===== src/core/pdl_map.vh =====
// Operation
// RL1: Integer divide ratio spans 16 to 524287.
// RL2: Fractional average ratio limited to 20..524283.
// RL3: Divide-by-two prescale gives even ratios 40..1048566.
// RL4: Test select 10 routes divider to pin.
// RL5: Bits 5,6 gate pump up/down outputs.
// RL6: Force bits 9,10 hold pump sourcing/sinking.
// RL7: Force-mid disables pump, drives midrail source.
// RL8: Software sets delay, detector fields to recommended.
// RL9: Lock detect enable gates all lock logic.
// RL10: Hit when edge difference within window.
// RL11: Window bit picks analog or digital window.
// RL12: Speed and multiplier fields size digital window.
// RL13: Count code sets hits; code 5 = 2048.
// RL14: One miss clears flag and restarts count.
// RL15: Lock flag readable at status bit 1.
// RL16: Select 1 with bits 6,7 shows lock.
// RL17: Bit 6 clear: serial data during reads.
// RL18: Gain and offset codes are linear fields.
// RL19: Gain codes step uniformly, zero to full.
// RL20: Window opens on earlier detector edge.
// RL21: Hit targets come from configurable table.
`ifndef PDL_MAP_VH
`define PDL_MAP_VH
// Register indices; byte address is four times the index
`define PDL_IDX_DIV   5'h03
`define PDL_IDX_PDEN  5'h06
`define PDL_IDX_LD    5'h07
`define PDL_IDX_PDF   5'h08
`define PDL_IDX_CPG   5'h09
`define PDL_IDX_PDC   5'h0b
`define PDL_IDX_TST   5'h0f
`define PDL_IDX_STS   5'h12
// Reset values
`define PDL_RST_DIV   24'h000010
`define PDL_RST_PDEN  24'h000060
`define PDL_RST_ZERO  24'h000000
// Field positions
`define PDL_UP_EN     5
`define PDL_DN_EN     6
`define PDL_FRAC      7
`define PDL_F_SRC     9
`define PDL_F_SNK     10
`define PDL_DIV2      19
`define PDL_MID       11
`define PDL_LD_EN     3
`define PDL_WIN_DIG   6
`define PDL_STS_BAD   0
`define PDL_STS_LOCK  1
`define PDL_PIN_A     6
`define PDL_PIN_B     7
`define PDL_TSEL_LD   5'h01
`define PDL_TSEL_DIV  5'h0a
// Divide ratio limits
`define PDL_N_MIN_INT  19'h00010
`define PDL_N_MAX_INT  19'h7ffff
`define PDL_N_MIN_FRAC 19'h00014
`define PDL_N_MAX_FRAC 19'h7fffb
// Timing
`define PDL_CLK_NS    100
`define PDL_AWIN_NS   10
// Consecutive hit targets, code 7 first
`define PDL_HIT_TABLE {14'h2000, 14'h1000, 14'h0800, 14'h0400, \
                       14'h0200, 14'h0100, 14'h0080, 14'h0040}
`endif


===== src/core/pdl_top.v =====
// Register access over AXI4-Lite and the register offsets were left to the implementer.
`include "pdl_map.vh"
`default_nettype none
module pdl_top #(
    parameter [111:0] HIT_TABLE = `PDL_HIT_TABLE
) (
    input  wire        core_clk,       // 10 MHz
    input  wire        rst_b,          // Async reset
    input  wire [6:0]  s_axi_awaddr,   // Write address
    input  wire        s_axi_awvalid,  // Write address valid
    output wire        s_axi_awready,  // Write address ready
    input  wire [31:0] s_axi_wdata,    // Write data
    input  wire [3:0]  s_axi_wstrb,    // Byte strobes
    input  wire        s_axi_wvalid,   // Write data valid
    output wire        s_axi_wready,   // Write data ready
    output reg  [1:0]  s_axi_bresp,    // Write response
    output reg         s_axi_bvalid,   // Response valid
    input  wire        s_axi_bready,   // Response ready
    input  wire [6:0]  s_axi_araddr,   // Read address
    input  wire        s_axi_arvalid,  // Read address valid
    output wire        s_axi_arready,  // Read address ready
    output reg  [31:0] s_axi_rdata,    // Read data
    output reg  [1:0]  s_axi_rresp,    // Read response
    output reg         s_axi_rvalid,   // Read valid
    input  wire        s_axi_rready,   // Read ready
    input  wire        ref_pin,        // Divided reference edge input
    input  wire        vco_pin,        // VCO input
    input  wire        serial_read,    // Serial read in progress
    input  wire        serial_data,    // Serial read data bit
    output reg         lock_or_serial_out_pin, // Shared pin
    output reg         pump_source,    // Pump up drive
    output reg         pump_sink,      // Pump down drive
    output wire        detector_force_midrail, // Midrail source on
    output wire [6:0]  pump_gain_up,   // Up gain code
    output wire [6:0]  pump_gain_dn,   // Down gain code
    output wire [6:0]  pump_offset,    // Offset code
    output wire [2:0]  pd_reset_delay, // Reset path delay
    output wire [14:0] pd_misc_ctrl    // Other detector controls
);
    localparam integer ANA_CYC_INT = `PDL_AWIN_NS / `PDL_CLK_NS;
    localparam [9:0] ANA_CYC_RAW = ANA_CYC_INT[9:0];
    localparam [9:0] ANA_CYC = (ANA_CYC_RAW == 10'h000) ? 10'h001 : ANA_CYC_RAW;
    // Byte-lane merge of a write into a 24-bit register
    function [23:0] pdl_merge;
        input [23:0] old;
        input [31:0] d;
        input [3:0]  s;
        begin
            pdl_merge = old;
            if (s[0]) pdl_merge[7:0] = d[7:0];
            if (s[1]) pdl_merge[15:8] = d[15:8];
            if (s[2]) pdl_merge[23:16] = d[23:16];
        end
    endfunction
    function pdl_mapped;
        input [4:0] idx;
        begin
            pdl_mapped = (idx == `PDL_IDX_DIV) || (idx == `PDL_IDX_PDEN) ||
                         (idx == `PDL_IDX_LD) || (idx == `PDL_IDX_PDF) ||
                         (idx == `PDL_IDX_CPG) || (idx == `PDL_IDX_PDC) ||
                         (idx == `PDL_IDX_TST) || (idx == `PDL_IDX_STS);
        end
    endfunction
    // Window length in cycles; half-period multiplier rounds up to one
    function [9:0] pdl_win_len;
        input       dig;
        input [1:0] spd;
        input [2:0] mul;
        reg   [9:0] t;
        begin
            t = ({8'h00, spd} + 10'h001) << mul;
            t = t >> 1;
            if (!dig)
                pdl_win_len = ANA_CYC;
            else if (t == 10'h000)
                pdl_win_len = 10'h001;
            else
                pdl_win_len = t;
        end
    endfunction
    reg [23:0] div_reg, pden_reg, ld_reg, pdf_reg, cpg_reg, pdc_reg, tst_reg;
    reg        aw_hold_reg, w_hold_reg;
    reg [4:0]  aw_idx_reg;
    reg [31:0] w_data_reg;
    reg [3:0]  w_strb_reg;
    reg        ref_s1_reg, ref_s2_reg, ref_s3_reg;
    reg        vco_s1_reg, vco_s2_reg, vco_s3_reg;
    reg        div2_tog_reg;
    reg [18:0] n_cnt_reg;
    reg        div_out_reg;
    reg        up_st_reg, dn_st_reg;
    reg        win_open_reg, win_first_reg;
    reg [9:0]  win_cnt_reg;
    reg [13:0] hit_cnt_reg;
    reg        lock_reg;
    // Register bus handshakes: one write and one read at a time
    assign s_axi_awready = !aw_hold_reg && !s_axi_bvalid;
    assign s_axi_wready  = !w_hold_reg && !s_axi_bvalid;
    assign s_axi_arready = !s_axi_rvalid;
    // Field taps
    assign detector_force_midrail = pdc_reg[`PDL_MID]; // RL7
    assign pump_gain_up   = cpg_reg[6:0];   // RL18 RL19
    assign pump_gain_dn   = cpg_reg[13:7];  // RL18 RL19
    assign pump_offset    = cpg_reg[20:14]; // RL18
    assign pd_reset_delay = pdc_reg[2:0];   // RL8
    assign pd_misc_ctrl   = pdc_reg[21:7];  // RL8

    // Effective divide ratio, clamped to the legal range of the mode
    wire        frac    = pden_reg[`PDL_FRAC];
    wire [18:0] n_req   = div_reg[18:0];
    wire [18:0] n_min   = frac ? `PDL_N_MIN_FRAC : `PDL_N_MIN_INT; // RL1 RL2
    wire [18:0] n_max   = frac ? `PDL_N_MAX_FRAC : `PDL_N_MAX_INT; // RL1 RL2
    wire        n_low   = n_req < n_min;
    wire        n_high  = n_req > n_max;
    wire [18:0] n_eff   = n_low ? n_min : (n_high ? n_max : n_req);
    wire        n_bad   = n_low || n_high;

    wire ref_rise = ref_s2_reg && !ref_s3_reg;
    wire vco_rise = vco_s2_reg && !vco_s3_reg;
    // Prescale stage passes every other VCO edge, so totals stay even
    wire div_edge = vco_rise && (!pdf_reg[`PDL_DIV2] || div2_tog_reg); // RL3
    wire div_fire = div_edge && (n_cnt_reg == n_eff - 19'h00001);      // RL1

    // Lock detector window decisions
    wire       ld_en   = ld_reg[`PDL_LD_EN]; // RL9
    wire [9:0] win_len = pdl_win_len(ld_reg[`PDL_WIN_DIG], ld_reg[11:10],
                                     ld_reg[9:7]); // RL11 RL12
    wire [13:0] target = HIT_TABLE[ld_reg[2:0] * 14 +: 14]; // RL13 RL21
    reg hit, miss, open_now, open_first;
    always @* begin
        hit = 1'b0;
        miss = 1'b0;
        open_now = 1'b0;
        open_first = 1'b0;
        if (!win_open_reg) begin
            if (ref_rise && div_fire) begin
                hit = 1'b1;
            end else if (ref_rise || div_fire) begin
                open_now = 1'b1; // RL20
                open_first = div_fire;
            end
        end else if (win_first_reg ? ref_rise : div_fire) begin
            hit = 1'b1; // RL10
        end else if (win_first_reg ? div_fire : ref_rise) begin
            miss = 1'b1;
            open_now = 1'b1;
            open_first = win_first_reg;
        end else if (win_cnt_reg >= win_len) begin
            miss = 1'b1; // RL10
        end
    end

    // Pump drive: forcing wins over gating, midrail overrides both
    wire src_next = !detector_force_midrail &&
                    (pdf_reg[`PDL_F_SRC] || (pden_reg[`PDL_UP_EN] && up_st_reg));
    wire snk_next = !detector_force_midrail &&
                    (pdf_reg[`PDL_F_SNK] || (pden_reg[`PDL_DN_EN] && dn_st_reg));

    // Shared pin selection
    reg pin_next;
    always @* begin
        pin_next = 1'b0;
        if (tst_reg[4:0] == `PDL_TSEL_DIV)
            pin_next = div_out_reg; // RL4
        else if (tst_reg[4:0] == `PDL_TSEL_LD) begin
            if (!tst_reg[`PDL_PIN_A])
                pin_next = serial_read ? serial_data : lock_reg; // RL17
            else if (tst_reg[`PDL_PIN_B])
                pin_next = lock_reg; // RL16
        end
    end

    // Read mux; unmapped indices and unused status bits read zero
    reg [23:0] rd_val;
    always @* begin
        case (s_axi_araddr[6:2])
            `PDL_IDX_DIV:  rd_val = div_reg;
            `PDL_IDX_PDEN: rd_val = pden_reg;
            `PDL_IDX_LD:   rd_val = ld_reg;
            `PDL_IDX_PDF:  rd_val = pdf_reg;
            `PDL_IDX_CPG:  rd_val = cpg_reg;
            `PDL_IDX_PDC:  rd_val = pdc_reg;
            `PDL_IDX_TST:  rd_val = tst_reg;
            `PDL_IDX_STS: begin
                rd_val = `PDL_RST_ZERO;
                rd_val[`PDL_STS_LOCK] = lock_reg; // RL15
                rd_val[`PDL_STS_BAD] = n_bad;
            end
            default:       rd_val = `PDL_RST_ZERO;
        endcase
    end

    // Register bus slave
    always @(posedge core_clk or negedge rst_b) begin
        if (!rst_b) begin
            aw_hold_reg <= 1'b0;
            w_hold_reg <= 1'b0;
            aw_idx_reg <= 5'h00;
            w_data_reg <= 32'h00000000;
            w_strb_reg <= 4'h0;
            s_axi_bvalid <= 1'b0;
            s_axi_bresp <= 2'h0;
            s_axi_rvalid <= 1'b0;
            s_axi_rresp <= 2'h0;
            s_axi_rdata <= 32'h00000000;
            div_reg <= `PDL_RST_DIV;
            pden_reg <= `PDL_RST_PDEN;
            ld_reg <= `PDL_RST_ZERO;
            pdf_reg <= `PDL_RST_ZERO;
            cpg_reg <= `PDL_RST_ZERO;
            pdc_reg <= `PDL_RST_ZERO;
            tst_reg <= `PDL_RST_ZERO;
        end else begin
            if (s_axi_awvalid && s_axi_awready) begin
                aw_hold_reg <= 1'b1;
                aw_idx_reg <= s_axi_awaddr[6:2];
            end
            if (s_axi_wvalid && s_axi_wready) begin
                w_hold_reg <= 1'b1;
                w_data_reg <= s_axi_wdata;
                w_strb_reg <= s_axi_wstrb;
            end
            if (aw_hold_reg && w_hold_reg) begin
                aw_hold_reg <= 1'b0;
                w_hold_reg <= 1'b0;
                s_axi_bvalid <= 1'b1;
                s_axi_bresp <= pdl_mapped(aw_idx_reg) ? 2'h0 : 2'h2;
                case (aw_idx_reg)
                    `PDL_IDX_DIV:  div_reg <= pdl_merge(div_reg, w_data_reg, w_strb_reg);
                    `PDL_IDX_PDEN: pden_reg <= pdl_merge(pden_reg, w_data_reg, w_strb_reg);
                    `PDL_IDX_LD:   ld_reg <= pdl_merge(ld_reg, w_data_reg, w_strb_reg);
                    `PDL_IDX_PDF:  pdf_reg <= pdl_merge(pdf_reg, w_data_reg, w_strb_reg);
                    `PDL_IDX_CPG:  cpg_reg <= pdl_merge(cpg_reg, w_data_reg, w_strb_reg);
                    `PDL_IDX_PDC:  pdc_reg <= pdl_merge(pdc_reg, w_data_reg, w_strb_reg);
                    `PDL_IDX_TST:  tst_reg <= pdl_merge(tst_reg, w_data_reg, w_strb_reg);
                    default: begin
                    end
                endcase
            end else if (s_axi_bvalid && s_axi_bready) begin
                s_axi_bvalid <= 1'b0;
            end
            if (s_axi_arvalid && s_axi_arready) begin
                s_axi_rvalid <= 1'b1;
                s_axi_rdata <= {8'h00, rd_val};
                s_axi_rresp <= pdl_mapped(s_axi_araddr[6:2]) ? 2'h0 : 2'h2;
            end else if (s_axi_rvalid && s_axi_rready) begin
                s_axi_rvalid <= 1'b0;
            end
        end
    end

    // Pin synchronisers; edges are taken from the second and third stages
    always @(posedge core_clk or negedge rst_b) begin
        if (!rst_b) begin
            ref_s1_reg <= 1'b0;
            ref_s2_reg <= 1'b0;
            ref_s3_reg <= 1'b0;
            vco_s1_reg <= 1'b0;
            vco_s2_reg <= 1'b0;
            vco_s3_reg <= 1'b0;
        end else begin
            ref_s1_reg <= ref_pin;
            ref_s2_reg <= ref_s1_reg;
            ref_s3_reg <= ref_s2_reg;
            vco_s1_reg <= vco_pin;
            vco_s2_reg <= vco_s1_reg;
            vco_s3_reg <= vco_s2_reg;
        end
    end

    // Divider and phase detector state
    always @(posedge core_clk or negedge rst_b) begin
        if (!rst_b) begin
            div2_tog_reg <= 1'b0;
            n_cnt_reg <= 19'h00000;
            div_out_reg <= 1'b0;
            up_st_reg <= 1'b0;
            dn_st_reg <= 1'b0;
            pump_source <= 1'b0;
            pump_sink <= 1'b0;
            lock_or_serial_out_pin <= 1'b0;
        end else begin
            if (vco_rise)
                div2_tog_reg <= !div2_tog_reg;
            if (div_fire)
                n_cnt_reg <= 19'h00000;
            else if (div_edge)
                n_cnt_reg <= (n_cnt_reg >= n_eff) ? 19'h00000 : n_cnt_reg + 19'h00001;
            div_out_reg <= n_cnt_reg < (n_eff >> 1);
            // Both edges seen: reset the detector, as a tri-state PFD does
            if ((ref_rise || up_st_reg) && (div_fire || dn_st_reg)) begin
                up_st_reg <= 1'b0;
                dn_st_reg <= 1'b0;
            end else begin
                up_st_reg <= up_st_reg || ref_rise;
                dn_st_reg <= dn_st_reg || div_fire;
            end
            pump_source <= src_next; // RL5 RL6 RL7
            pump_sink <= snk_next;   // RL5 RL6 RL7
            lock_or_serial_out_pin <= pin_next;
        end
    end

    // Window lock detector
    always @(posedge core_clk or negedge rst_b) begin
        if (!rst_b) begin
            win_open_reg <= 1'b0;
            win_first_reg <= 1'b0;
            win_cnt_reg <= 10'h000;
            hit_cnt_reg <= 14'h0000;
            lock_reg <= 1'b0;
        end else if (!ld_en) begin
            win_open_reg <= 1'b0; // RL9
            win_cnt_reg <= 10'h000;
            hit_cnt_reg <= 14'h0000;
            lock_reg <= 1'b0;
        end else begin
            if (open_now) begin
                win_open_reg <= 1'b1;
                win_first_reg <= open_first;
                win_cnt_reg <= 10'h001;
            end else if (hit || miss) begin
                win_open_reg <= 1'b0;
                win_cnt_reg <= 10'h000;
            end else if (win_open_reg) begin
                win_cnt_reg <= win_cnt_reg + 10'h001;
            end
            if (miss) begin
                hit_cnt_reg <= 14'h0000; // RL14
                lock_reg <= 1'b0;        // RL14
            end else if (hit) begin
                if (hit_cnt_reg >= target - 14'h0001)
                    lock_reg <= 1'b1;    // RL13
                else
                    hit_cnt_reg <= hit_cnt_reg + 14'h0001;
            end
        end
    end
endmodule
`default_nettype wire


===== config.mk =====
export PLATFORM = sky130hd
export DESIGN_NAME = pdl_top
export DESIGN_NICKNAME = d
export VERILOG_FILES = /design/src/core/pdl_top.v
export VERILOG_INCLUDE_DIRS = /design/src /design/src/core
export SDC_FILE = /design/constraint.sdc
export NUM_CORES = 1
export LEC_CHECK = 0
export BUFFER_PORTS_ARGS = -buffer_cell sky130_fd_sc_hd__buf_2
export CAP_MARGIN = 20
export CELL_PAD_IN_SITES_DETAIL_PLACEMENT = 0
export CELL_PAD_IN_SITES_GLOBAL_PLACEMENT = 1
export CORE_UTILIZATION = 52
export CTS_CLUSTER_DIAMETER = 30
export DETAILED_ROUTE_END_ITERATION = 12
export PLACE_DENSITY = 0.85
export SLEW_MARGIN = 20
export SYNTH_ARGS = -nofsm -noshare
export SYNTH_HDL_FRONTEND = slang
export SYNTH_SLANG_ARGS = --single-unit

===== constraint.sdc =====
create_clock -name core_clk -period 11.25 [get_ports core_clk]
set_input_delay 2.25 -clock core_clk [delete_from_list [all_inputs] [get_ports core_clk]]
set_output_delay 2.25 -clock core_clk [all_outputs]
set_load 0.005 [all_outputs]

==> impl_metrics.json <==
{
  "status": "completed",
  "die_area_um2": 31030,
  "cts_buffers": 66,
  "setup_viol": 0,
  "htreeDepth": 3,
  "yosys_warnings": 0,
  "path_clk_slew_ns": 0.04,
  "crit_type": "flop to flop",
  "critPathCapture": "n_cnt_reg[8]",
  "required_ns": 11.68,
  "first_iter_violations": 887,
  "clk_latency_ns": 0.56,
  "r2r_start": "div_reg[9]",
  "start_util": 0.5307,
  "hold_buffers": 0,
  "synth_seq_cells": 289,
  "grt_pass1_wl_um": 65110,
  "rsz0062_at_grt": "false",
  "crit_path_start_kind": "flop",
  "grt_max_degree": 91,
  "ys_seq_area_frac": 0.4588,
  "pwr-share-comb": 0.385,
  "avgSynthCellArea_um2": 10.80,
  "p_switching_uw": 2270,
  "crit_path_start": "div_reg[9]",
  "dpl_worst_slack_ns": 4.853,
  "grt_pass1_vias": 11692,
  "p_int_uw": 3624,
  "cap_violations": 0,
  "swShare": 0.3852,
  "wire_per_inst_um": 20.75,
  "hpwl_um": 28290,
  "cts_buffer_depth": 3,
  "hold_class": "flop to flop",
  "tns_ns": 0,
  "final_layout_size_suffix_gt1_frac": 0.2953,
  "p_per_area_nw_per_um2": 317.3,
  "drt-total-wl_um": 41420,
  "synth_area_um2": 15770,
  "clock_skew_ns": 0.02420,
  "async_flop_share": 1.000,
  "netlist_instances": 1460,
  "power_uw": 5894,
  "placementRows": 63,
  "r2r_setup_slack_ns": 4.74,
  "clkPwrFrac": 0.324,
  "ios": 145,
  "worstPathMaxFanout": 32,
  "antenna_found_initial": 2,
  "cts_root_buffer": "clkbuf_16",
  "synth_edf_count": 0,
  "finalCritPeriodShare": 0.5790,
  "fin_crit_ns": 6.513,
  "die_h_um": 176.2,
  "cts.sinks": 289,
  "p_leak_uw": 0.009131,
  "io_buffers": 121,
  "maxSlewHeadroom": 0.3605,
  "final_antenna_net_count": 0,
  "nets": 1681,
  "synthToLayoutAreaGrowth_pct": 17.76,
  "r2r-end": "n_cnt_reg[8]",
  "layout_setup_ws_ns": 4.737,
  "final_common_cell": "dfrtp_1",
  "post-cts-setup-buffer-count": 0,
  "grtUsageTotal": 0.2703,
  "r2r_cells": 15,
  "core_area_um2": 29720,
  "cts_resized": 0,
  "gp_congestion": 0.9130,
  "layout_common_cells": "dfrtp_1 (286), mux2_2 (206), buf_2 (120)",
  "hold_depth": 0,
  "endpoint_kind": "flop",
  "p_seq_frac": 0.291,
  "overflow": 0,
  "die_w_um": 176.2,
  "via_per_inst": 5.944,
  "dr_total_vias": 11865,
  "first_pass_iters": 7,
  "critPathArrivalTime_ns": 6.95,
  "max-vdd-ir-drop_v": 0.0001779,
  "worstMarginPinSlew_ns": 0.9557,
  "cts_tree": "built",
  "finalHoldViolations": 0,
  "yosysUniqueCellTypes": 77,
  "fin_util": 0.6250,
  "slew_violations": 0,
  "drc_errors": 0,
  "ys.flop_type": "dfrtp_1",
  "max_freq_ghz": 0.1535
}
-- routing by layer --
layer,track usage,up-vias,wire (um)
met2,0.4296,379,19540
met1,0.3726,5942,18510
li1,-,5463,-
met4,0.09348,2,1006
met5,0,-,13
met3,0.04651,79,2343
-- worst min path at each step --
| stage | from | to | slack [ns] |
|---|---|---|---|
| 3_3_place_gp | vco_s1_reg | vco_s2_reg | 0.33 |
| 4_1_cts | vco_s1_reg | vco_s2_reg | 0.34 |
| 3_5_place_dp | vco_s1_reg | vco_s2_reg | 0.34 |
| 6_report | vco_s1_reg | vco_s2_reg | 0.34 |
| 2_1_floorplan | ref_s1_reg | ref_s2_reg | 0.33 |
| 5_1_grt | vco_s1_reg | vco_s2_reg | 0.37 |
-- through the flow --
step,cells,hold slack [ns],cell area (um2)
6_report,1996,0.3429,18570
5_1_grt,1995,0.3652,18570
4_1_cts,1994,0.3450,18560
3_5_place_dp,1878,0.3358,16320
3_3_place_gp,1878,0.3344,16320
2_1_floorplan,1469,0.3312,15810
-- power groups by stage --
| stage | clock network (uW) | registers, uW | logic [uW] |
|---|---|---|---|
| 4_1_cts | 1930 | 1710 | 2240 |
| 5_1_grt | 1990 | 1760 | 2470 |
| 2_1_floorplan | 0 | 1520 | 1870 |
| 3_3_place_gp | 0 | 1700 | 2190 |
| 3_5_place_dp | 0 | 1720 | 2230 |
| 6_report | 1910 | 1720 | 2270 |
-- synth_stat cells, types with 13 or more instances --
| cell | count | area share |
|---|---|---|
| nand4_1 | 22 | 0.0087 |
| nand2_1 | 111 | 0.026 |
| and3_1 | 30 | 0.012 |
| buf_4 | 53 | 0.025 |
| inv_1 | 39 | 0.0093 |
| a22oi_1 | 22 | 0.010 |
| mux2_2 | 206 | 0.15 |
| nor2_1 | 97 | 0.023 |
| nor4_1 | 15 | 0.0060 |
| o21ai_0 | 51 | 0.016 |
| mux2i_1 | 28 | 0.018 |
| a21o_1 | 24 | 0.011 |
| dfrtp_1 | 286 | 0.45 |
| ha_1 | 63 | 0.050 |
| nand3_1 | 49 | 0.016 |
| a21oi_1 | 46 | 0.015 |
| o21bai_1 | 13 | 0.0062 |
| a31oi_1 | 13 | 0.0052 |
| xnor2_1 | 21 | 0.012 |
| xor2_1 | 31 | 0.017 |
| nor3_1 | 23 | 0.0073 |
| nor3b_1 | 14 | 0.0067 |
| clkbuf_1 | 40 | 0.0095 |
| a22o_1 | 25 | 0.014 |
-- logic make-up (layout without fill, tap and decap cells) --
group                    Yosys count  count (layout)  share of synthesized area
buffers and inverters            152             288                    0.05268
other                              2              12                  0.0004762
AND/OR/NAND/NOR                  422             422                     0.1390
AO/OA/AOI/OAI                    246             246                     0.1054
XOR/XNOR                          52              52                    0.02888
multiplexers                     234             234                     0.1649
adder cells (fa/ha/maj)           63              63                    0.04998
flip-flops                       289             289                     0.4588
-- critical path: stages, from the launching register on --
cell and delay, ns:
dfrtp_1 0.52, nor4_4 0.55, and4_1 0.57, nand2_1 0.28, o21ai_0 0.26, ha_1 0.32
nor3b_1 0.55, nand3_1 0.22, o41ai_1 0.38, o211ai_1 0.14, or4_4 0.44, or4_4 0.56
nor3_4 0.38, or3_1 0.81, o21bai_1 0.18, a21o_1 0.21
-- cell type report --
cell class / count / area (um2)
sequential: 289 / 7236
clock inverter: 29 / 361.6
inverter: 39 / 146.4
clock buffer: 87 / 1883
multi-input combinational: 1028 / 7750
tap: 390 / 488.0
antenna: 1 / 2.502
fill: 2388 / 11140
timing repair buffer: 133 / 705.7
(Power assumes the default switching activity.)
